==> src/verilog/amp_protect_pkg.sv <==
// Constants, codes and carrier types for the power stage protection supervisor
package amp_protect_pkg;
   // Register byte offsets on the AHB-Lite slave
   localparam logic [7:0] ADDR_CONTROL = 8'h00;
   localparam logic [7:0] ADDR_STATUS = 8'h04;
   localparam logic [7:0] ADDR_COUNT = 8'h08;
   // Control field: overcurrent select code, bits 3:0
   localparam int OC_SEL_LSB = 0;
   localparam logic [3:0] OC_SELECT_RESET = 4'h0;
   // Select codes 0..3 are cycle limiting, 4..7 latched, the rest invalid
   localparam logic [3:0] OC_LATCHED_FIRST = 4'h4;
   localparam logic [3:0] OC_VALID_LAST = 4'h7;
   localparam logic [1:0] OC_MIN_THRESHOLD = 2'h3;
   // Status field positions
   localparam int ST_FAULT = 0;
   localparam int ST_WARN = 1;
   localparam int ST_THERMAL = 2;
   localparam int ST_UNDERVOLT = 3;
   localparam int ST_OVERLOAD_LSB = 4;
   localparam int ST_ENABLE_LSB = 8;
   localparam int ST_CHECK_LSB = 12;
   localparam int ST_LATCHED = 14;
   localparam int ST_THRESH_LSB = 15;
   // Overload counter
   localparam int OL_WIDTH = 4;
   localparam logic [OL_WIDTH-1:0] OL_MAX = 4'hf;
   // Timing
   localparam int CLK_PERIOD_NS = 50;
   localparam int CLIP_PULSE_NS = 500;
   localparam int CLIP_PULSE_CYC = CLIP_PULSE_NS / CLK_PERIOD_NS;
   localparam int CHECK_STEP_US = 100;
   localparam int CHECK_STEP_CYC = (CHECK_STEP_US * 1000) / CLK_PERIOD_NS;
   // Cycles before the synchronised mode pins hold the real setting
   localparam int MODE_SETTLE_CYC = 2;
   // Every fourth frame carries an injected pulse on each saturating, enabled half
   localparam logic [1:0] INJECT_FRAME = 2'h3;
   // Output configuration pin codes
   typedef enum logic [1:0] {
      BRIDGE_TIED_MODE = 2'b00,
      MIXED_MODE = 2'b01,
      PARALLEL_BRIDGE_MODE = 2'b10,
      SINGLE_ENDED_MODE = 2'b11
   } mode_type;
   // Pin short check sequence, Gray coded
   typedef enum logic [1:0] {
      CHK_START = 2'b00,
      CHK_GROUND = 2'b01,
      CHK_SUPPLY = 2'b11,
      CHK_DONE = 2'b10
   } check_state_type;
   // Analog comparator levels, all asynchronous to hclk
   typedef struct packed {
      logic frame;
      logic temp_warn;
      logic temp_shut;
      logic undervolt;
      logic [3:0] boot_uv;
      logic [3:0] overcurrent;
      logic [1:0] dc_imbalance;
      logic [1:0] clip;
      logic short_gnd;
      logic short_supply;
   } sense_type;
endpackage
==> src/verilog/amp_protect.sv <==
// Protection supervisor: fault reporting, shutdown mapping, current limit, checks
`timescale 1ns/1ps
// Notes on behaviour
// (RULE1) Both status outputs active-low open-drain
// (RULE2) Any shutdown fault pulls fault low
// (RULE3) Warning output low while temperature warning
// (RULE4) Two outputs encode fault and warning state
// (RULE5) Reset pin low forces fault released
// (RULE6) Controller lowers volume on warning
// (RULE7) Fault puts outputs off, fault low
// (RULE8) Undervoltage recovers by itself
// (RULE9) Pair shutdown, parallel mode shuts all
// (RULE10) Bootstrap undervoltage disables own half only
// (RULE11) Cycle limit or latched overcurrent mode
// (RULE12) Select picks mode and threshold
// (RULE13) Invalid select gives minimum threshold
// (RULE14) Overcurrent flips half, cleared next frame
// (RULE15) Overload counter up/down, max latches off
// (RULE16) Latched mode shuts on first event
// (RULE17) Inject pulse every fourth frame
// (RULE18) Clipping shown as self-clearing low pulses
// (RULE19) DC imbalance counts, off in single-ended
// (RULE20) Startup check ground then supply
// (RULE21) Check holds fault, ignores reset, once
// (RULE22) Check skipped in single-ended mode
// (RULE23) Warning level, latched thermal shutdown
// (RULE24) Reset release at least 4 ms after fault
// (RULE25) Counter width and max are constants
module amp_protect (
   // Bus clock and reset
   input wire logic hclk,
   input wire logic hresetn,
   // AHB-Lite slave
   input wire logic hsel,
   input wire logic [31:0] haddr,
   input wire logic [1:0] htrans,
   input wire logic hwrite,
   input wire logic [2:0] hsize,
   input wire logic hready,
   input wire logic [31:0] hwdata,
   output logic [31:0] hrdata,
   output logic hreadyout,
   output logic hresp,
   // Device pins and analog sense
   input wire logic reset_pin_n,
   input wire logic [1:0] mode_pins,
   input wire amp_protect_pkg::sense_type sense,
   // Open-drain status pins
   output logic fault_n_out,
   output logic fault_n_oe,
   output logic clip_temp_warn_n,
   output logic clip_temp_warn_oe,
   // Power stage control
   output logic [3:0] hb_enable,
   output logic [3:0] flip_state,
   output logic [3:0] inject_pulse,
   output logic [1:0] oc_threshold,
   output logic oc_latched
);
   import amp_protect_pkg::*;

   // Synchroniser stages; the first stage feeds only the second
   sense_type sense_m;
   sense_type sense_s;
   sense_type sense_d;
   logic [1:0] mode_m;
   logic [1:0] mode_s;
   logic rst_m;
   logic rst_s;

   // Bus state
   logic wr_pend;
   logic [7:0] addr_q;
   logic [3:0] oc_sel;

   // Protection state
   logic thermal;
   logic [3:0] overload;
   logic [OL_WIDTH-1:0] ol_cnt [4];
   logic [3:0] seen;
   logic [1:0] frame_cnt;
   logic [4:0] clip_cnt;
   logic [11:0] step_cnt;
   check_state_type chk;
   check_state_type next_chk;

   // All comparator levels cross into hclk together
   always_ff @(posedge hclk or negedge hresetn) begin
      if (!hresetn) begin
         sense_m <= '0;
         sense_s <= '0;
         sense_d <= '0;
         mode_m <= 2'h0;
         mode_s <= 2'h0;
         rst_m <= 1'b0;
         rst_s <= 1'b0;
      end else begin
         sense_m <= sense;
         sense_s <= sense_m;
         sense_d <= sense_s;
         mode_m <= mode_pins;
         mode_s <= mode_m;
         rst_m <= reset_pin_n;
         rst_s <= rst_m;
      end
   end

   // Edges are taken between the second and third stage
   // A frame edge lasts one cycle, so it also serves as the frame strobe
   wire frame_tick = sense_s.frame & ~sense_d.frame;
   wire [3:0] oc_rise = sense_s.overcurrent & ~sense_d.overcurrent;
   wire [1:0] dc_rise = sense_s.dc_imbalance & ~sense_d.dc_imbalance;
   wire [1:0] clip_rise = sense_s.clip & ~sense_d.clip;

   // Mode decode; mixed mode is handled like single-ended
   wire mode_parallel = (mode_s == PARALLEL_BRIDGE_MODE);
   wire mode_bridge_like = (mode_s == BRIDGE_TIED_MODE) | mode_parallel;
   wire dc_enable = mode_bridge_like; // RULE19

   // Overcurrent select decode
   wire sel_latched = (oc_sel >= OC_LATCHED_FIRST) & (oc_sel <= OC_VALID_LAST); // RULE11 RULE12
   wire sel_valid = (oc_sel <= OC_VALID_LAST);
   wire [1:0] next_threshold = sel_valid ? oc_sel[1:0] : OC_MIN_THRESHOLD; // RULE12 RULE13

   // Latches clear while reset pin is low, but not during the check
   wire check_done = (chk == CHK_DONE);
   wire clear_latch = ~rst_s & check_done; // RULE21

   // AHB-Lite decode; zero wait states, always OKAY
   wire accept = hsel & hready & htrans[1];
   wire [7:0] a_now = haddr[7:0];
   wire wr_control = wr_pend & (addr_q == ADDR_CONTROL);
   wire [3:0] next_oc_sel = wr_control ? hwdata[OC_SEL_LSB +: 4] : oc_sel;

   // Address phase capture
   always_ff @(posedge hclk or negedge hresetn) begin
      if (!hresetn) begin
         wr_pend <= 1'b0;
         addr_q <= 8'h00;
      end else if (hready) begin
         wr_pend <= accept & hwrite;
         addr_q <= a_now;
      end
   end

   // Control register; takes write data in the data phase
   always_ff @(posedge hclk or negedge hresetn) begin
      if (!hresetn) begin
         oc_sel <= OC_SELECT_RESET;
      end else begin
         oc_sel <= next_oc_sel;
      end
   end

   // Threshold and mode drive the analog trip level from flops
   always_ff @(posedge hclk or negedge hresetn) begin
      if (!hresetn) begin
         oc_threshold <= OC_MIN_THRESHOLD;
         oc_latched <= 1'b0;
      end else begin
         oc_threshold <= next_threshold; // RULE12
         oc_latched <= sel_latched; // RULE11
      end
   end

   // Startup pin short check, run once after power-on reset
   always_comb begin
      next_chk = chk;
      unique case (chk)
         CHK_START: begin
            // Wait for the mode pins to settle through the synchroniser;
            // the reset value of the mode stages reads as bridge-tied
            if (step_cnt != 12'(MODE_SETTLE_CYC)) begin
               next_chk = CHK_START;
            end else if (!mode_bridge_like) begin
               next_chk = CHK_DONE; // RULE22
            end else begin
               next_chk = CHK_GROUND; // RULE20
            end
         end
         CHK_GROUND: begin
            // A short keeps restarting the step, so the stage stays off
            if ((step_cnt == 12'(CHECK_STEP_CYC - 1)) && !sense_s.short_gnd) begin
               next_chk = CHK_SUPPLY; // RULE20
            end
         end
         CHK_SUPPLY: begin
            if ((step_cnt == 12'(CHECK_STEP_CYC - 1)) && !sense_s.short_supply) begin
               next_chk = CHK_DONE; // RULE20
            end
         end
         CHK_DONE: begin
            // Reset pin activity never restarts the check
            next_chk = CHK_DONE; // RULE21
         end
      endcase
   end

   // Check state and step timer
   // The same timer measures the settle wait in the start state
   always_ff @(posedge hclk or negedge hresetn) begin
      if (!hresetn) begin
         chk <= CHK_START;
         step_cnt <= 12'h000;
      end else begin
         chk <= next_chk;
         if (next_chk != chk) begin
            step_cnt <= 12'h000;
         end else if (step_cnt == 12'(CHECK_STEP_CYC - 1)) begin
            step_cnt <= 12'h000;
         end else begin
            step_cnt <= step_cnt + 12'h001;
         end
      end
   end

   // Thermal shutdown latch; a hot die keeps it set through reset
   always_ff @(posedge hclk or negedge hresetn) begin
      if (!hresetn) begin
         thermal <= 1'b0;
      end else if (sense_s.temp_shut) begin
         thermal <= 1'b1; // RULE23
      end else if (clear_latch) begin
         thermal <= 1'b0; // RULE23
      end
   end

   // Per half-bridge current limit, overload counter and latch
   genvar h;
   generate
      for (h = 0; h < 4; h = h + 1) begin : g_half
         // Events that load the counter; latched mode shuts instead
         wire dc_ev = dc_rise[h/2] & dc_enable;
         wire ol_ev = (oc_rise[h] & ~sel_latched) | dc_ev; // RULE15 RULE19
         wire at_max = (ol_cnt[h] == OL_MAX);

         // Up on each event, down on a quiet frame, floor at zero
         always_ff @(posedge hclk or negedge hresetn) begin
            if (!hresetn) begin
               ol_cnt[h] <= '0;
            end else if (clear_latch) begin
               ol_cnt[h] <= '0;
            end else if (ol_ev) begin
               if (!at_max) begin
                  ol_cnt[h] <= ol_cnt[h] + 1'b1; // RULE15 RULE25
               end
            end else if (frame_tick && !seen[h] && (ol_cnt[h] != '0)) begin
               ol_cnt[h] <= ol_cnt[h] - 1'b1; // RULE15 RULE25
            end
         end

         // Marks a frame that had an event; a tick with an event starts a marked frame
         always_ff @(posedge hclk or negedge hresetn) begin
            if (!hresetn) begin
               seen[h] <= 1'b0;
            end else if (frame_tick) begin
               seen[h] <= ol_ev;
            end else if (ol_ev) begin
               seen[h] <= 1'b1;
            end
         end

         // State flip lasts until the next frame starts; a new event wins
         always_ff @(posedge hclk or negedge hresetn) begin
            if (!hresetn) begin
               flip_state[h] <= 1'b0;
            end else if (oc_rise[h] && !sel_latched) begin
               flip_state[h] <= 1'b1; // RULE14
            end else if (frame_tick) begin
               flip_state[h] <= 1'b0; // RULE14
            end
         end

         // Overload shutdown holds until the reset pin is cycled
         always_ff @(posedge hclk or negedge hresetn) begin
            if (!hresetn) begin
               overload[h] <= 1'b0;
            end else if (at_max || (oc_rise[h] && sel_latched)) begin
               overload[h] <= 1'b1; // RULE15 RULE16
            end else if (clear_latch) begin
               overload[h] <= 1'b0;
            end
         end
      end
   endgenerate

   // Shutdown mapping: pairs, or all four in parallel mode
   wire ch_ab = overload[0] | overload[1];
   wire ch_cd = overload[2] | overload[3];
   wire [3:0] group_off = mode_parallel ? {4{ch_ab | ch_cd}} : {{2{ch_cd}}, {2{ch_ab}}}; // RULE9
   // Undervoltage is unlatched, so switching resumes when supply returns
   wire global_off = thermal | sense_s.undervolt | ~check_done | ~rst_s; // RULE7 RULE8 RULE20 RULE23
   // Bootstrap undervoltage masks only its own half, no fault
   wire [3:0] next_enable = ~({4{global_off}} | group_off | sense_s.boot_uv); // RULE10

   // Fault: check in progress, or any shutdown fault outside reset
   // Reset pin low releases the pin only once the check has passed
   wire shut_fault = thermal | sense_s.undervolt | (|overload);
   wire fault_active = ~check_done | (rst_s & shut_fault); // RULE2 RULE5 RULE21

   // Clipping or limiting per output channel
   wire [1:0] sat_ch = sense_s.clip | {flip_state[3] | flip_state[2], flip_state[1] | flip_state[0]};
   wire [3:0] sat_half = {{2{sat_ch[1]}}, {2{sat_ch[0]}}};

   // Frame counter picks every fourth frame for injection
   always_ff @(posedge hclk or negedge hresetn) begin
      if (!hresetn) begin
         frame_cnt <= 2'h0;
      end else if (frame_tick) begin
         frame_cnt <= frame_cnt + 2'h1;
      end
   end

   // Clip pulse stretcher; a clip edge restarts the minimum width
   // The width floor keeps short clips visible to a slow controller
   always_ff @(posedge hclk or negedge hresetn) begin
      if (!hresetn) begin
         clip_cnt <= 5'h00;
      end else if (|clip_rise) begin
         clip_cnt <= 5'(CLIP_PULSE_CYC); // RULE18
      end else if (clip_cnt != 5'h00) begin
         clip_cnt <= clip_cnt - 5'h01; // RULE18
      end
   end

   // Warning pin: temperature level or clip pulse, cleared by itself
   wire clip_low = (clip_cnt != 5'h00) | (|sense_s.clip);
   wire warn_active = sense_s.temp_warn | clip_low; // RULE3 RULE18 RULE23

   // Output registers; open-drain pins drive low only when enabled
   always_ff @(posedge hclk or negedge hresetn) begin
      if (!hresetn) begin
         hb_enable <= 4'h0;
         inject_pulse <= 4'h0;
         fault_n_oe <= 1'b0;
         clip_temp_warn_oe <= 1'b0;
      end else begin
         hb_enable <= next_enable; // RULE7 RULE9
         inject_pulse <= {4{frame_tick & (frame_cnt == INJECT_FRAME)}} & sat_half & next_enable; // RULE17
         fault_n_oe <= fault_active; // RULE1 RULE4
         clip_temp_warn_oe <= warn_active; // RULE1 RULE4
      end
   end

   // Open-drain data is always low; the enable carries the level
   assign fault_n_out = 1'b0; // RULE1
   assign clip_temp_warn_n = 1'b0; // RULE1

   // Read views of the block state
   wire [31:0] status_word = {15'h0000, oc_threshold, oc_latched, chk, hb_enable, overload,
      sense_s.undervolt, thermal, warn_active, fault_active};
   wire [31:0] count_word = {16'h0000, ol_cnt[3], ol_cnt[2], ol_cnt[1], ol_cnt[0]};
   wire [31:0] control_word = {28'h0000000, next_oc_sel};

   // Read mux; unmapped addresses read zero
   wire [31:0] read_word = (a_now == ADDR_CONTROL) ? control_word :
      (a_now == ADDR_STATUS) ? status_word :
      (a_now == ADDR_COUNT) ? count_word : 32'h00000000;

   // Read data is loaded in the address phase so it stands in the data phase
   // Status is thus a snapshot one cycle older than the data phase
   always_ff @(posedge hclk or negedge hresetn) begin
      if (!hresetn) begin
         hrdata <= 32'h00000000;
      end else if (accept && !hwrite) begin
         hrdata <= read_word;
      end
   end

   // No wait states and no error answers
   assign hreadyout = 1'b1;
   assign hresp = 1'b0;
endmodule

==> config.mk <==
export PLATFORM = sky130hd
export DESIGN_NAME = amp_protect
export DESIGN_NICKNAME = d
export VERILOG_FILES = /design/src/verilog/amp_protect_pkg.sv /design/src/verilog/amp_protect.sv
export SDC_FILE = /design/constraint.sdc
export NUM_CORES = 1
export LEC_CHECK = 0
export BUFFER_PORTS_ARGS = -buffer_cell sky130_fd_sc_hd__buf_2
export CORE_ASPECT_RATIO = 0.6
export CORE_UTILIZATION = 48
export DETAILED_ROUTE_END_ITERATION = 12
export HOLD_SLACK_MARGIN = 0.1
export MAX_ROUTING_LAYER = met4
export PLACE_DENSITY = 0.72
export SYNTH_ARGS = -nofsm -noshare
export SYNTH_HDL_FRONTEND = slang
export SYNTH_SLANG_ARGS = --single-unit
==> constraint.sdc <==
create_clock -name hclk -period 1.95 [get_ports hclk]
set_input_delay 0.39 -clock hclk [delete_from_list [all_inputs] [get_ports hclk]]
set_output_delay 0.39 -clock hclk [all_outputs]
set_load 0.05 [all_outputs]
# Yosys cells after proc, flatten, opt, wreduce, memory -nomap -nowiden
# Index checks and enable logic that the tools add are counted.
# Widths: inputs -> output; s select.
[classes] addsub=11 n_lt_le_gt_ge=2 n_eq_ne=18 mux=50 n_bitwise=48 reduce_logical=65
[ops] cell="$mux 4" n=18
[ops] cell="$mux 17" n=2
[ops] cell="$reduce_bool 2->1" n=14
[ops] cell="$mux 12" n=2
[ops] cell="$logic_and 1x1->1" n=19
[ops] cell="$mux 1" n=19
[ops] cell="$or 1x1->1" n=17
[ops] cell="$add 4x1->4 const B" n=4
[ops] cell="$eq 4x4->1 const B" n=4
[ops] cell="$logic_not 8->1" n=2
[ops] cell="$mux 16" n=1
[ops] cell="$reduce_bool 4->1" n=4
[ops] cell="$sub 4x1->4 const B" n=4
[ops] cell="$and 1x1->1" n=15
[ops] cell="$add 12x1->12 const B" n=1
[ops] cell="$and 4x4->4" n=3
[ops] cell="$eq 12x11->1 const B" n=1
[ops] cell="$ne 12x2->1 const B" n=1
[ops] cell="$ne 3x3->1 const B" n=4
[ops] cell="$reduce_bool 3->1" n=4
[ops] cell="$mux 2" n=5
[ops] cell="$mux 5" n=2
[ops] cell="$eq 2x2->1 const B" n=4
[ops] cell="$eq 8x3->1 const B" n=1
[ops] cell="21 further kinds" n=43
[totals] regBits=159 out_inout_bits=53

# Depth between registers and ports, before layout
[logic_depth] depth_word=8 depth_mapped=9 depth_no_buf=8

# Worst setup path before layout
# OpenSTA, ideal clock, no wires.
[synth_timing] path_kind="flip-flop to flip-flop" from="register mode_s[0]" to="register ol_cnt, in the netlist count_word[7]" arrival_ps=1957 required_time_ps=1872 setup_slack_ps=-84 path_stages_with_launch=9 n_path_buf=0 synth_period_minus_slack_ps=2034 path_cell_list="dfrtp_1 nor3b_2 a21oi_4 ha_1 a21o_1 a21oi_1 xor2_1 or3_1 a21oi_1"
[synth_via] elab_chain_len=6
[synth_lines] item="from (decl)" line="amp_protect.sv:67" text="logic [1:0] mode_s;"
[synth_lines] item="from (signal assigned)" line="amp_protect.sv:102" text="mode_s <= mode_m;"
[synth_lines] item="$eq 2x2->1 or $logic_not 2->1 (tied branches)" line="amp_protect.sv:116, amp_protect.sv:117"
[synth_lines] item="$or 1x1->1 (*)" line="amp_protect.sv:117" text="wire mode_bridge_like = (mode_s == BRIDGE_TIED_MODE) | mode_parallel;"
[synth_lines] item="$and 1x1->1 (*)" line="amp_protect.sv:233" text="wire dc_ev = dc_rise[h/2] & dc_enable;"
[synth_lines] item="$or 1x1->1 (*)" line="amp_protect.sv:234" text="wire ol_ev = (oc_rise[h] & ~sel_latched) | dc_ev;"
[synth_lines] item="$ne 3x3->1 (no line), or another cell as far along"
[synth_lines] item="$reduce_and 2->1 (no line) or $mux 4 (tied branches)"
[synth_lines] item="to (signal, indexed assignment)" line="amp_protect.sv:245" text="ol_cnt[h] <= ol_cnt[h] + 1'b1;"
[synth_lines] item="to (signal, indexed assignment)" line="amp_protect.sv:248" text="ol_cnt[h] <= ol_cnt[h] - 1'b1;"
[synth_lines] item="to (decl)" line="amp_protect.sv:79" text="logic [OL_WIDTH-1:0] ol_cnt [4];"
# Every way passes the cells marked *; elsewhere a longest branch is shown, timed or not.
# A chain may end at the register's enable or synchronous reset.

# Final worst setup path
[layout_timing] from="register oc_sel[3]" to="register ol_cnt, in the netlist count_word[7]"
[layout_via] elab_chain_len=7
[layout_lines] item="from (decl)" line="amp_protect.sv:74" text="logic [3:0] oc_sel;"
[layout_lines] item="from (signal assigned)" line="amp_protect.sv:151" text="oc_sel <= next_oc_sel;"
[layout_lines] item="$ge 4x3->1 or $le 4x3->1 (tied branches)" line="amp_protect.sv:121" text="wire sel_latched = (oc_sel >= OC_LATCHED_FIRST) & (oc_sel <= OC_VALID_LAST);"
[layout_lines] item="$and 1x1->1 (*)" line="amp_protect.sv:121"
[layout_lines] item="$not 1->1 (*)" line="amp_protect.sv:234"
[layout_lines] item="$and 1x1->1 (*)" line="amp_protect.sv:234"
[layout_lines] item="$or 1x1->1 (*)" line="amp_protect.sv:234"
[layout_lines] item="$ne 3x3->1 (no line), or another cell as far along"
[layout_lines] item="$reduce_and 2->1 (no line) or $mux 4 (tied branches)"
# Marks and branches as above.

==> impl_metrics.json <==
{
  "outcome": "complete, but fails checks",
  "violations": "negative setup slack",
  "ys_warn_count": 0,
  "initial_utilization_pct": 49.1,
  "ys_seq_area_share_pct": 60.8,
  "dieHeight_um": 88.1,
  "dp_hpwl_um": 9190,
  "yosysTopAreaCellShare_pct": 59.9,
  "total_power_mw": 9.38,
  "setup_ws_ns": -0.218,
  "wl_per_cell_um": 16.4,
  "synthToLayoutAreaGrowth_pct": 28.2,
  "holdWs_ns": 0.215,
  "rsz0062_at_grt": "true",
  "synth_edf_count": 0,
  "cts_max_path_buffers": 2,
  "crit_top_cell": "a21oi_2",
  "grt.overflow.total": 0,
  "drt_wl_total_um": 13000,
  "critPathLaunchType": "flip-flop",
  "hold_path.class": "in2reg",
  "fmax_mhz": 461,
  "crit_arrival_ns": 2.52,
  "post-route-util_pct": 63.0,
  "nets": 726,
  "dpl_cell_area_um2": 6630,
  "mostFrequentLayoutCells": "dfrtp_1 (141), buf_2 (71), nand2_1 (47), nor2_1 (32), buf_4 (32)",
  "grt_max_degree": 53,
  "finalSetupTns_ns": -0.649,
  "cap_violations": 0,
  "wl_met1_um": 6130,
  "dr_total_vias": 4200,
  "met3_length_um": 931,
  "cts.sinks": 144,
  "cts_buffers": 17,
  "htree_levels": 4,
  "grt.total_usage_pct": 22.9,
  "synthFlopType": "dfrtp_1",
  "placed_cells": 731,
  "setup_viol": 6,
  "synthArstFlopShare_pct": 100,
  "diodes": 0,
  "via_per_inst": 5.30,
  "route.detailed.drc": 0,
  "yosys.area.top_type": "dfrtp_1",
  "synth.distinct_cells": 51,
  "synth_cells": 481,
  "syn_area_per_cell_um2": 12.3,
  "path_clk_slew_ns": 0.06,
  "synthTopCellsByArea": "dfrtp_1 (60%), nand2_1 (3.0%), ha_1 (2.5%)",
  "drt.antenna.violating_nets": 0,
  "grt_pass1_vias": 4161,
  "final_layout_size_suffix_gt1_share_pct": 30.9,
  "required_ns": 2.30,
  "drv_slew": 0,
  "final.period_utilization_pct": 111,
  "worst_clock_skew_ns": 0.00877,
  "wl_met2_um": 5670,
  "slowest_stage": "dfrtp_1",
  "irDropWorstVdd_mv": 0.770,
  "crit_path_cell_trace": "nand2b_4 > buf_12 > a21oi_4 > ha_4 > a21o_1 > a21oi_2 > xor2_1 > or3_1 > a21oi_2",
  "cts_tree": "built",
  "antenna_found_initial": 0,
  "topRoutingLayerUsed": "met4",
  "place_ws_ns": -0.143,
  "ios": 148,
  "fp.dieW_um": 145,
  "grt_pass1_wl_um": 21200,
  "crit_fanout": 3,
  "stdcell_area_um2": 7600,
  "critical_path_class": "reg2reg",
  "cts_root_buffer": "clkbuf_16",
  "finalHoldViolCount": 0,
  "clk-insertion-delay-late_ns": 0.42,
  "netlist_area_um2": 5930,
  "cpPeakStageDelay_ns": 0.38,
  "portBuffers": 72,
  "synth-seq-cells": 144,
  "p_leak_nw": 3.56,
  "gp_congestion": 0.860,
  "stdcell_count": 793,
  "end_kind": "flip-flop",
  "min_period_ns": 2.17,
  "num_rows": 31,
  "drt_first_iter_violations": 252,
  "mostFrequentLayoutCell": "dfrtp_1",
  "coreArea_um2": 12100,
  "p_per_area_nw_per_um2": 1230,
  "firstDrtPassIters": 5,
  "fp.dieArea_um2": 12800
}
==> per-layer routing <==
| metal | global-route usage (%) | up-vias |
|---|---|---|
| li1 | - | 1921 |
| met1 | 31.3 | 2072 |
| met2 | 32.6 | 182 |
| met3 | 5.31 | 25 |
| met4 | 10.8 | 0 |
| met5 | - | - |
==> critical path, delay by kind of cell (launching register included) <==
kind	cells	cell delay, ns
compound gates	4	0.68
xor+xnor	1	0.10
fa+ha+maj	1	0.25
buf+inv	1	0.16
flops	1	0.38
simple gates	2	0.52
==> registers in the layout (all words and copies together) (netlist names), 5 cells and up <==
| name | cells |
|---|---|
| sense_s | 18 |
| hrdata | 17 |
| addr_q | 8 |
| sense_m | 18 |
| count_word | 16 |
| sense_d | 9 |
| clip_cnt | 5 |
| step_cnt | 12 |
==> path summary, 6_finish.rpt <==
kind	startpoint	endpoint	slack (ns)	depth (start not counted)
setup reg to reg	oc_sel[3]$_DFF_PN0_	count_word[7]$_DFFE_PN0P_	-0.22	9
hold reg to reg	sense_m[13]$_DFF_PN0_	sense_s[13]$_DFF_PN0_	0.35	0
min in group asynchronous	hresetn	sense_m[0]$_DFF_PN0_	0.46	2
setup / recovery	oc_sel[3]$_DFF_PN0_	count_word[7]$_DFFE_PN0P_	-0.22	9
max in group asynchronous	hresetn	hrdata[2]$_DFFE_PN0P_	0.87	3
hold / removal	haddr[5]	addr_q[5]$_DFFE_PN0P_	0.22	2
==> cell families after synthesis <==
| group | share of synthesized area [%] |
|---|---|
| compound gates | 9.96 |
| xor+xnor | 3.25 |
| fa+ha+maj | 3.88 |
| buf+inv | 3.86 |
| flops | 60.8 |
| mux | 4.75 |
| other cells | 0.127 |
| simple gates | 13.3 |
==> timing repair <==
| action | in CTS | in global routing |
|---|---|---|
| setup buffers | 6 | 2 |
| endpoints found under the setup margin | 4 | 11 |
| endpoints found under the hold margin | 63 | 0 |
| gates cloned | 0 | 0 |
| resized for setup | 6 | 8 |
| hold buffers | 22 | 0 |
| pin swaps | 21 | 10 |
==> Yosys cell counts, types with 4 or more instances <==
library cell,count
a21o_1,5
a21oi_1,12
a21oi_4,4
a22o_2,4
a22oi_1,15
and2_1,5
and2b_2,4
buf_4,19
clkbuf_1,11
dfrtp_1,142
fa_1,4
ha_1,12
inv_1,8
mux2_2,13
mux2i_1,8
mux2i_2,4
nand2_1,47
nand3_1,7
nand4_1,7
nor2_1,33
nor3_1,12
nor4_1,7
o21ai_0,10
o31ai_1,17
or2_2,4
or3_1,6
xnor2_1,5
xor2_1,17
==> layout make-up <==
class / count / area (um^2)
flip-flops and latches: 144 / 3610
clock inverters: 13 / 163
clock buffers: 19 / 433
repair buffers: 130 / 898
fillers: 920 / 4460
well taps: 165 / 206
multi-input cells: 314 / 2260
inverters: 8 / 30.0
==> where the power goes <==
group | leakage [nW] | total (mW) | switching, mW | internal [mW]
sequential | 1.75 | 4.04 | 0.583 | 3.45
combinational | 1.52 | 2.08 | 1.13 | 0.953
clock | 0.284 | 3.27 | 1.25 | 2.01
(Power assumes the default switching activity.)
